$ cat src/common/string_ops_pkg.sv
// Package with types and constants for the byte string operation engine.
package string_ops_pkg;

  typedef enum logic [2:0] {
    fill_block_op,
    copy_block_op,
    swap_accum_mem_op,
    swap_block_op,
    scan_equal_op
  } op_t;

  typedef struct packed {
    logic sign;
    logic zero;
    logic nibble_borrow_flag;
    logic overflow;
    logic borrow_flag;
  } flags_t;

  typedef struct packed {
    logic [15:0] target_pointer;
    logic [15:0] source_pointer;
    logic [7:0] count;
    logic [7:0] accum;
  } regs_t;

  typedef struct packed {
    logic req;
    logic wr;
    logic [15:0] addr;
    logic [7:0] wdata;
  } mem_req_t;

  localparam logic [15:0] POINTER_STEP = 16'h0001;
  localparam logic [7:0] COUNT_STEP = 8'h01;
  localparam logic [7:0] COUNT_DONE = 8'h00;
  localparam int SIGN_BIT = 7;
  localparam int NIBBLE_BIT = 4;
  localparam int OVF_BIT = 6;
  localparam logic [7:0] RESET_BYTE = 8'h00;
  localparam logic [15:0] RESET_WORD = 16'h0000;

endpackage

$ cat src/byte_compare.sv
// Byte subtraction with full string compare flag generation.
`timescale 1ns/1ps
module byte_compare (
  input wire logic [7:0] minuend,
  input wire logic [7:0] subtrahend,
  output string_ops_pkg::flags_t flags
);
  logic [8:0] borrow;
  logic [7:0] diff;

  // Ripple borrow chain so the borrow out of every bit is visible.
  assign borrow[0] = 1'b0;
  genvar i;
  generate
    for (i = 0; i < 8; i++) begin : g_bit
      assign diff[i] = minuend[i] ^ subtrahend[i] ^ borrow[i];
      assign borrow[i + 1] = (~minuend[i] & (subtrahend[i] | borrow[i])) | (subtrahend[i] & borrow[i]);
    end
  endgenerate

  assign flags.sign = diff[string_ops_pkg::SIGN_BIT];
  assign flags.zero = (diff == string_ops_pkg::RESET_BYTE);
  assign flags.nibble_borrow_flag = borrow[string_ops_pkg::NIBBLE_BIT];
  // Borrow out of bit 6 against borrow out of bit 7.
  assign flags.overflow = borrow[string_ops_pkg::OVF_BIT + 1] ^ borrow[string_ops_pkg::SIGN_BIT + 1];
  assign flags.borrow_flag = borrow[string_ops_pkg::SIGN_BIT + 1];
endmodule

$ cat src/block_string_ops.sv
// Sequencer for fill, copy, swap and equal-scan string operations over the core memory bus.
`timescale 1ns/1ps
module block_string_ops (
  input wire logic ref_clk,
  input wire logic rst_b,
  input wire logic start,
  input wire string_ops_pkg::op_t op,
  input wire logic descend,
  input wire string_ops_pkg::regs_t regs_in,
  input wire string_ops_pkg::flags_t flags_in,
  input wire logic break_req,
  input wire logic mem_ready,
  input wire logic [7:0] mem_rdata,
  output string_ops_pkg::mem_req_t mem,
  output logic busy,
  output logic done,
  output logic break_ack,
  output string_ops_pkg::regs_t regs_out,
  output string_ops_pkg::flags_t flags_out
);

  // ----------------------------------------------------------------
  // State
  // ----------------------------------------------------------------
  typedef enum logic [2:0] {
    st_idle,
    st_read_src,
    st_read_tgt,
    st_write_tgt,
    st_write_src,
    st_step
  } phase_t;

  typedef struct packed {
    phase_t phase;
    string_ops_pkg::op_t op;
    logic descend;
    string_ops_pkg::regs_t regs;
    string_ops_pkg::flags_t flags;
    // Bytes in flight between the read and write halves of one step.
    logic [7:0] src_byte;
    logic [7:0] tgt_byte;
    logic done;
    logic break_ack;
  } state_t;

  // ----------------------------------------------------------------
  // Operation decode
  // ----------------------------------------------------------------
  // Gives the first bus phase of a byte; an undefined code maps to idle so it never starts.
  function automatic phase_t first_phase(input string_ops_pkg::op_t code);
    phase_t ph;
    unique case (code)
      string_ops_pkg::fill_block_op: begin
        ph = st_write_tgt;
      end
      string_ops_pkg::copy_block_op: begin
        ph = st_read_src;
      end
      string_ops_pkg::swap_block_op: begin
        ph = st_read_src;
      end
      string_ops_pkg::swap_accum_mem_op: begin
        ph = st_read_tgt;
      end
      string_ops_pkg::scan_equal_op: begin
        ph = st_read_tgt;
      end
      default: begin
        ph = st_idle;
      end
    endcase
    return ph;
  endfunction

  state_t cur;
  state_t next_cur;
  string_ops_pkg::flags_t cmp_flags;
  logic [15:0] step_tgt;
  logic [15:0] step_src;
  logic [7:0] next_count;
  logic uses_source;

  byte_compare u_cmp (
    .minuend(cur.tgt_byte),
    .subtrahend(cur.regs.accum),
    .flags(cmp_flags)
  );

  assign step_tgt = cur.descend ? cur.regs.target_pointer - string_ops_pkg::POINTER_STEP
                                : cur.regs.target_pointer + string_ops_pkg::POINTER_STEP;
  assign step_src = cur.descend ? cur.regs.source_pointer - string_ops_pkg::POINTER_STEP
                                : cur.regs.source_pointer + string_ops_pkg::POINTER_STEP;
  // Count drops before its test, so zero on entry runs 256 bytes.
  assign next_count = cur.regs.count - string_ops_pkg::COUNT_STEP;
  // Copy and block swap walk a second pointer; the other operations leave it alone.
  assign uses_source = (cur.op == string_ops_pkg::copy_block_op || cur.op == string_ops_pkg::swap_block_op);

  // ----------------------------------------------------------------
  // Next state
  // ----------------------------------------------------------------
  always_comb begin
    next_cur = cur;
    next_cur.done = 1'b0;
    next_cur.break_ack = 1'b0;
    unique case (cur.phase)
      st_idle: begin
        // A resumed operation re-enters here with the same pointers and count.
        // An undefined operation code is refused and leaves every register as it was.
        if (start && first_phase(op) != st_idle) begin
          next_cur.op = op;
          next_cur.descend = descend;
          next_cur.regs = regs_in;
          next_cur.flags = flags_in;
          next_cur.phase = first_phase(op);
        end
      end
      st_read_src: begin
        if (mem_ready) begin
          next_cur.src_byte = mem_rdata;
          next_cur.phase = (cur.op == string_ops_pkg::swap_block_op) ? st_read_tgt : st_write_tgt;
        end
      end
      st_read_tgt: begin
        if (mem_ready) begin
          next_cur.tgt_byte = mem_rdata;
          // Equal scan only reads memory and never writes it back.
          next_cur.phase = (cur.op == string_ops_pkg::scan_equal_op) ? st_step : st_write_tgt;
        end
      end
      st_write_tgt: begin
        if (mem_ready) begin
          next_cur.phase = (cur.op == string_ops_pkg::swap_block_op) ? st_write_src : st_step;
          // The accumulator takes the old byte only once its own value has been written.
          if (cur.op == string_ops_pkg::swap_accum_mem_op) begin
            next_cur.regs.accum = cur.tgt_byte;
          end
        end
      end
      st_write_src: begin
        if (mem_ready) begin
          next_cur.phase = st_step;
        end
      end
      st_step: begin
        next_cur.regs.target_pointer = step_tgt;
        if (uses_source) begin
          next_cur.regs.source_pointer = step_src;
        end
        next_cur.regs.count = next_count;
        // Only the scan touches flags, and each step overwrites them all.
        if (cur.op == string_ops_pkg::scan_equal_op) begin
          next_cur.flags = cmp_flags;
        end
        // A finishing byte wins over a suspend request, so no empty resume is ever needed.
        if (next_count == string_ops_pkg::COUNT_DONE
            || (cur.op == string_ops_pkg::scan_equal_op && !cmp_flags.zero)) begin
          next_cur.phase = st_idle;
          next_cur.done = 1'b1;
        end else if (break_req) begin
          // Suspend between bytes with every register consistent for resume.
          next_cur.phase = st_idle;
          next_cur.break_ack = 1'b1;
        end else begin
          next_cur.phase = first_phase(cur.op);
        end
      end
      default: begin
        next_cur.phase = st_idle;
      end
    endcase
  end

  always_ff @(posedge ref_clk) begin
    if (!rst_b) begin
      cur <= '0;
    end else begin
      cur <= next_cur;
    end
  end

  // ----------------------------------------------------------------
  // Outputs
  // ----------------------------------------------------------------
  // The request follows the phase register only, so it stands unchanged until the memory answers.
  always_comb begin
    mem.req = 1'b0;
    mem.wr = 1'b0;
    mem.addr = cur.regs.target_pointer;
    mem.wdata = cur.regs.accum;
    unique case (cur.phase)
      st_read_src: begin
        mem.req = 1'b1;
        mem.addr = cur.regs.source_pointer;
      end
      st_read_tgt: begin
        mem.req = 1'b1;
      end
      st_write_tgt: begin
        mem.req = 1'b1;
        mem.wr = 1'b1;
        if (uses_source) begin
          mem.wdata = cur.src_byte;
        end
      end
      st_write_src: begin
        mem.req = 1'b1;
        mem.wr = 1'b1;
        mem.addr = cur.regs.source_pointer;
        mem.wdata = cur.tgt_byte;
      end
      default: begin
        mem.req = 1'b0;
      end
    endcase
  end

  assign busy = (cur.phase != st_idle);
  assign done = cur.done;
  assign break_ack = cur.break_ack;
  assign regs_out = cur.regs;
  assign flags_out = cur.flags;

endmodule

$ cat config.mk
export PLATFORM = sky130hd
export DESIGN_NAME = block_string_ops
export DESIGN_NICKNAME = d
export VERILOG_FILES = /design/src/common/string_ops_pkg.sv /design/src/byte_compare.sv /design/src/block_string_ops.sv
export SDC_FILE = /design/constraint.sdc
export NUM_CORES = 1
export LEC_CHECK = 0
export BUFFER_PORTS_ARGS = -buffer_cell sky130_fd_sc_hd__clkbuf_2
export CAP_MARGIN = 20
export CORE_MARGIN = 3
export CORE_UTILIZATION = 41
export CTS_BUF_LIST = sky130_fd_sc_hd__clkbuf_4 sky130_fd_sc_hd__clkbuf_8
export CTS_CLUSTER_SIZE = 16
export DETAILED_ROUTE_END_ITERATION = 10
export GPL_TIMING_DRIVEN = 0
export PLACE_DENSITY = 0.63
export SYNTH_ARGS = -nofsm -noshare
export SYNTH_HDL_FRONTEND = slang
export SYNTH_SLANG_ARGS = --single-unit
$ cat constraint.sdc
create_clock -name ref_clk -period 7.3 [get_ports ref_clk]
set_input_delay 1.095 -clock ref_clk [delete_from_list [all_inputs] [get_ports ref_clk]]
set_output_delay 1.095 -clock ref_clk [all_outputs]
set_load 0.05 [all_outputs]
======== Word level (Yosys, flattened, before mapping) ========
Cells that the tools add are included.
operators by class
  multiplexer cells ....................... 30
  equality and inequality tests ........... 21
  bitwise gates (word level) .............. 55
  reduce and logical (&&, ||, !) cells .... 31
  add/sub/neg operators ................... 5
operator list
  operator               number
  $pmux 40 s2            1
  $mux 16                4
  $mux 60                1
  $add 16x1->16 const B  2
  $pmux 8 s2             2
  $sub 16x1->16 const B  2
  $mux 3                 8
  $mux 8                 3
  $eq 3x2->1 const B     6
  $pmux 3 s6             1
  $logic_not 8->1        2
  $ne 2x2->1 const B     8
  $xor 1x1->1            16
  $and 1x1->1            15
  $or 1x1->1             14
  $eq 3x3->1 const B     4
  $pmux 2 s3             2
  $reduce_or 2->1        6
  $not 1->1              10
  $pmux 5 s2             1
  $reduce_and 2->1       5
  $eq 3x1->1 const B     3
  $logic_not 3->1        3
  $sub 8x1->8 const B    1
  other kinds (12)       22
word-level totals
  flip-flop bits (word level) ............. 78
  output and inout bits ................... 82

======== Depth between registers and ports, before layout ========
  word-level depth ........................ 27
  depth in mapped cells ................... 14

======== Hierarchy ========
From an unflattened synthesis, not the netlist that was laid out.
unflattened totals
  cells, all modules ...................... 777
  area total of the unflattened synthesis .. 6157.2 um2
modules (own cells, without submodules)
  module            area an instance (um2)  instances  cells each
  block_string_ops  5939.4                  1          755
  byte_compare      217.7                   1          22

======== Worst setup path before layout ========
Ideal clock, no wire load.
  kind .................................... register to register
  start ................................... register cur[2] (netlist name)
  end ..................................... register cur[75] (netlist name)
  setup time .............................. 0.070 ns
  setup slack ............................. 2.911 ns
  cell stages (with the launch flop) ...... 15
  data required time ...................... 7.230 ns
  arrival time ............................ 4.319 ns
  period minus slack after synthesis ...... 4.389 ns
  path through ............................ dfxtp_1 inv_1 ha_1 fa_1 fa_1 fa_1 fa_1 fa_1 fa_1 fa_1 nand4_1 o21ai_0 o21ai_1 or4b_1 a21oi_1
between the ends
  word-level cells in the longest chain between the ends .. 27
ends and longest elaborated chain
  item                     line                     RTL
  start, declared          block_string_ops.sv:76   state_t cur;
  start signal, assigned   block_string_ops.sv:178  cur <= next_cur;
  $not 1->1                byte_compare.sv:17       assign borrow[i + 1] = (~minuend[i] & (subtrahend[i] | borrow[i])) | (subtrahend[i] & borrow[i]);
  $and 1x1->1              byte_compare.sv:17
  $or 1x1->1               byte_compare.sv:17
  $and 1x1->1              byte_compare.sv:17
  $or 1x1->1 (2 in a row)  byte_compare.sv:17
  $and 1x1->1              byte_compare.sv:17
  $or 1x1->1 (2 in a row)  byte_compare.sv:17
  $and 1x1->1              byte_compare.sv:17
  (+9 left out)            -
  $or 1x1->1               byte_compare.sv:17
  $xor 1x1->1              byte_compare.sv:16       assign diff[i] = minuend[i] ^ subtrahend[i] ^ borrow[i];
  $logic_not 8->1 (*)      byte_compare.sv:22       assign flags.zero = (diff == string_ops_pkg::RESET_BYTE);
  $logic_not 1->1 (*)      block_string_ops.sv:157  || (cur.op == string_ops_pkg::scan_equal_op && !cmp_flags.zero)) begin
  $logic_and 1x1->1 (*)    block_string_ops.sv:157
  $logic_or 1x1->1 (*)     block_string_ops.sv:157
  $mux 3 (*)               block_string_ops.sv:156  if (next_count == string_ops_pkg::COUNT_DONE
  $pmux 3 s6 (*)           block_string_ops.sv:106  unique case (cur.phase)
Mark *: on every way between the ends. The rest lies on a longest branch, timed or not.
A chain may end at the register's enable or synchronous reset.

======== Final worst setup path ========
Ends and elaborated chain as after synthesis.

==> results.py <==
metrics = {
    "sta": {
        "max_freq_ghz": 0.208,
        "max_slew_margin": 0.300,
        "skew_ns": 0.00928,
        "tns_ns": 0,
        "finalWorstSetupSlack_ns": 2.48,
        "worst_pin_slew_ns": 1.05,
        "hold_viol": 0,
        "fin_crit_ns": 4.82,
        "drv_slew": 0,
        "rsz0062_at_grt": "false",
        "period_share": 0.660,
        "setup_viol_count_final": 0,
    },
    "clocking": {
        "root_buffer": "clkbuf_8",
        "cts_inserted_buffers": 9,
        "post_cts_buffers": 0,
        "worstSkewPairLatency_ns": 0.38,
        "clk_pin_slew_ns": 0.10,
        "hold_buffers": 0,
        "cts_tree": "yes",
        "cts.sinks": 78,
        "postCtsResizedCells": 0,
        "htree_num_levels": 3,
        "clockBufferDepth": 2,
    },
    "floorplan": {
        "die_w_um": 126,
        "fp-row-count": 43,
        "dieArea_um2": 15900,
        "die_h_um": 126,
        "pin_count": 152,
        "initial_utilization": 0.423,
        "coreArea_um2": 14000,
    },
    "grt": {
        "grt-ovfl-total": 0,
        "antenna_found_initial": 0,
        "grt_max_degree": 18,
        "first_global_vias": 5680,
        "grt_pass1_wl_um": 30700,
        "track_usage": 0.240,
    },
    "placement": {
        "dpl.hpwl_um": 14800,
        "portBuffers": 151,
        "gp_congestion": 0.884,
        "dp_cells": 1108,
        "dp_slack_ns": 2.50,
    },
    "yosys": {
        "synth-xor-area-share": 0.0385,
        "yosysSeqAreaShare": 0.264,
        "netlist_instances": 776,
        "synthFlopType": "dfxtp_1",
        "synth_edf_count": 0,
        "netlist.area_leader.share": 0.264,
        "synth_area_leader_cell": "dfxtp_1",
        "syn_area_um2": 5910,
        "synth_mux_area_frac": 0.0320,
        "synth_compound_area_frac": 0.241,
        "async_flop_share": 0,
        "yosysWarnings": 0,
        "ys_types": 64,
        "synth_top_family_by_area": "compound AO/OA/AOI/OAI gates",
        "synth.avg_cell_area_um2": 7.62,
        "synthesis.nets": 886,
        "ys_ff_latch": 78,
        "synthAdderAreaFrac": 0.0961,
        "synthSimpleGateAreaFrac": 0.220,
        "synthTopCellsByArea": "dfxtp_1 26%, buf_4 6.7%, ha_1 6.6%",
    },
    "cells_and_area": {
        "nNetsFinal": 1049,
        "fillers": 1436,
        "drive_gt1_frac": 0.267,
        "diodes": 0,
        "fin_cells": 1124,
        "area_growth_pct": 20.1,
    },
    "pwr": {
        "power.leakage_nw": 3.26,
        "power.density_nw_per_um2": 175,
        "vdd_ir_drop_max_mv": 0.129,
    },
    "detailed_routing": {
        "wl_um": 19300,
        "drt_iter0_markers": 483,
        "first_pass_iters": 5,
        "ant_nets": 0,
        "wl_per_cell_um": 17.2,
        "drc": 0,
        "num_vias": 6177,
        "via_per_inst": 5.50,
    },
    "worst_hold_path": {
        "min_path_type": "flop to flop",
        "hold_end": "cur[15]",
        "holdCritStartpoint": "cur[15]",
        "hold-path-cell-count": 2,
    },
    "critical_path": {
        "crit_top_cell": "fa_1",
        "crit_type": "flop to flop",
        "arrival_ns": 5.13,
        "max_stage_delay_ns": 0.53,
        "slowest_stage": "fa_1",
        "reg2reg_depth": 14,
        "cp.required_ns": 7.61,
        "timing.rr.start": "cur[2]",
        "cp-end-kind": "flop",
        "r2r_end": "cur[75]",
        "critPathLaunchType": "flop",
        "rrSetupSlack_ns": 2.48,
        "crit_chain": "inv_1, ha_1, fa_1, fa_1, fa_1, fa_1, fa_1, fa_1, fa_1, nand4_1, o21ai_0, o21ai_1, or4b_1, a21oi_1",
        "crit_fanout": 4,
    },
    "flow_run": {
        "maxCapViolations": 0,
    },
    "outcome": {
        "status": "finished, final reports clean",
    },
}
[synthesized netlist by cell type (14+ instances only)]
cell type	count
nor3_1	14
dfxtp_1	78
o21ai_0	44
nand2_1	78
nor2_1	100
inv_1	25
mux2_2	15
buf_4	53
clkbuf_1	31
a21oi_1	68
nand3_1	24
xnor2_1	20
ha_1	31
[layout by cell type (no fill, tap or decap), types with 3 or more instances in the layout]
| cell | count |
|---|---|
| a221oi_1 | 13 |
| or2_2 | 4 |
| clkbuf_8 | 9 |
| clkbuf_2 | 151 |
| xor2_1 | 6 |
| a311oi_1 | 9 |
| inv_1 | 25 |
| nand3_1 | 24 |
| o211ai_1 | 13 |
| nand2b_1 | 6 |
| fa_1 | 9 |
| a21o_1 | 11 |
| o21ai_0 | 44 |
| and2_1 | 5 |
| a31oi_1 | 12 |
| and3_1 | 4 |
| ha_1 | 31 |
| o21ai_1 | 3 |
| buf_1 | 3 |
| mux2_2 | 15 |
| o21a_1 | 6 |
| a21oi_1 | 68 |
| nand3b_1 | 3 |
| nor3_1 | 14 |
| xnor2_1 | 20 |
| buf_4 | 53 |
| inv_6 | 5 |
| nand2_1 | 78 |
| clkbuf_1 | 31 |
| nand4_1 | 7 |
| dfxtp_1 | 78 |
| nor2_1 | 100 |
| a211oi_1 | 8 |
| nor2b_1 | 12 |
| buf_2 | 4 |
| a222oi_1 | 8 |
| or3_1 | 4 |
| o22ai_1 | 4 |
[cell type report]
| class | count | area [um2] | area share |
|---|---|---|---|
| Multi-Input combinational cell | 581 | 3710 | 0.522 |
| Sequential cell | 78 | 1560 | 0.220 |
| Timing Repair Buffer | 152 | 783 | 0.110 |
| Buffer | 91 | 546 | 0.0768 |
| Tap cell | 180 | 225 | 0.0317 |
| Clock buffer | 9 | 124 | 0.0174 |
| Inverter | 26 | 97.6 | 0.0137 |
| Clock inverter | 7 | 58.8 | 0.00828 |
[where the power goes]
| group | switching [mW] | total (mW) | leakage [nW] | internal (mW) |
|---|---|---|---|---|
| clock | 0.193 | 0.322 | 0.0877 | 0.129 |
| combinational | 0.279 | 0.437 | 2.54 | 0.158 |
| sequential | 0.0339 | 0.484 | 0.637 | 0.450 |
[per-stage QoR]
| stage | utilization | area [um2] | total power [mW] | hold slack, ns |
|---|---|---|---|---|
| finish | 0.508 | 7100 | 1.24 | 0.460 |
| global route | 0.508 | 7100 | 1.31 | 0.482 |
| CTS | 0.508 | 7100 | 1.25 | 0.460 |
| detailed placement | 0.495 | 6920 | 0.929 | 0.446 |
| global placement | 0.493 | 6890 | 0.925 | 0.442 |
| floorplan | - | 5910 | 0.814 | 0.436 |
[state kept, by name, indices dropped and copies added, names as in the netlist]
register   count
break_ack      1
cur           23
done           1
flags_out      5
regs_out      48
[worst max-delay path, delay by kind of cell, from the launching register on]
family | cells | cell delay (ns)
adders and majority gates | 8 | 3.16
AOI/OAI and AO/OA | 3 | 0.55
DFF | 1 | 0.35
buffers and inverters | 1 | 0.07
and+or+nand+nor | 2 | 0.62
[worst max path at each step]
| stage | from | to | slack, ns | cells after the start |
|---|---|---|---|---|
| 2_1_floorplan | cur[2] | cur[75] | 2.91 | 14 |
| 3_3_place_gp | cur[2] | cur[75] | 2.56 | 14 |
| 3_5_place_dp | cur[2] | cur[75] | 2.50 | 14 |
| 4_1_cts | cur[2] | cur[75] | 2.48 | 14 |
| 5_1_grt | cur[2] | cur[75] | 2.24 | 14 |
| 6_report | cur[2] | cur[75] | 2.48 | 14 |
[metal layers]
metal,share of wire,global-route usage,vias up
li1,-,-,3076
met1,0.47,0.332,2869
met2,0.46,0.393,210
met3,0.057,0.0450,22
met4,0.011,0.0479,0
met5,0,0,-
[cells by family (layout without fill, tap and decap cells)]
| family | after synthesis | in the layout |
|---|---|---|
| compound gates | 221 | 221 |
| xor+xnor | 26 | 26 |
| fa+ha+maj | 40 | 40 |
| buf+inv | 117 | 285 |
| flops | 78 | 78 |
| mux | 17 | 17 |
| simple gates | 277 | 277 |
(Power assumes the default switching activity.)
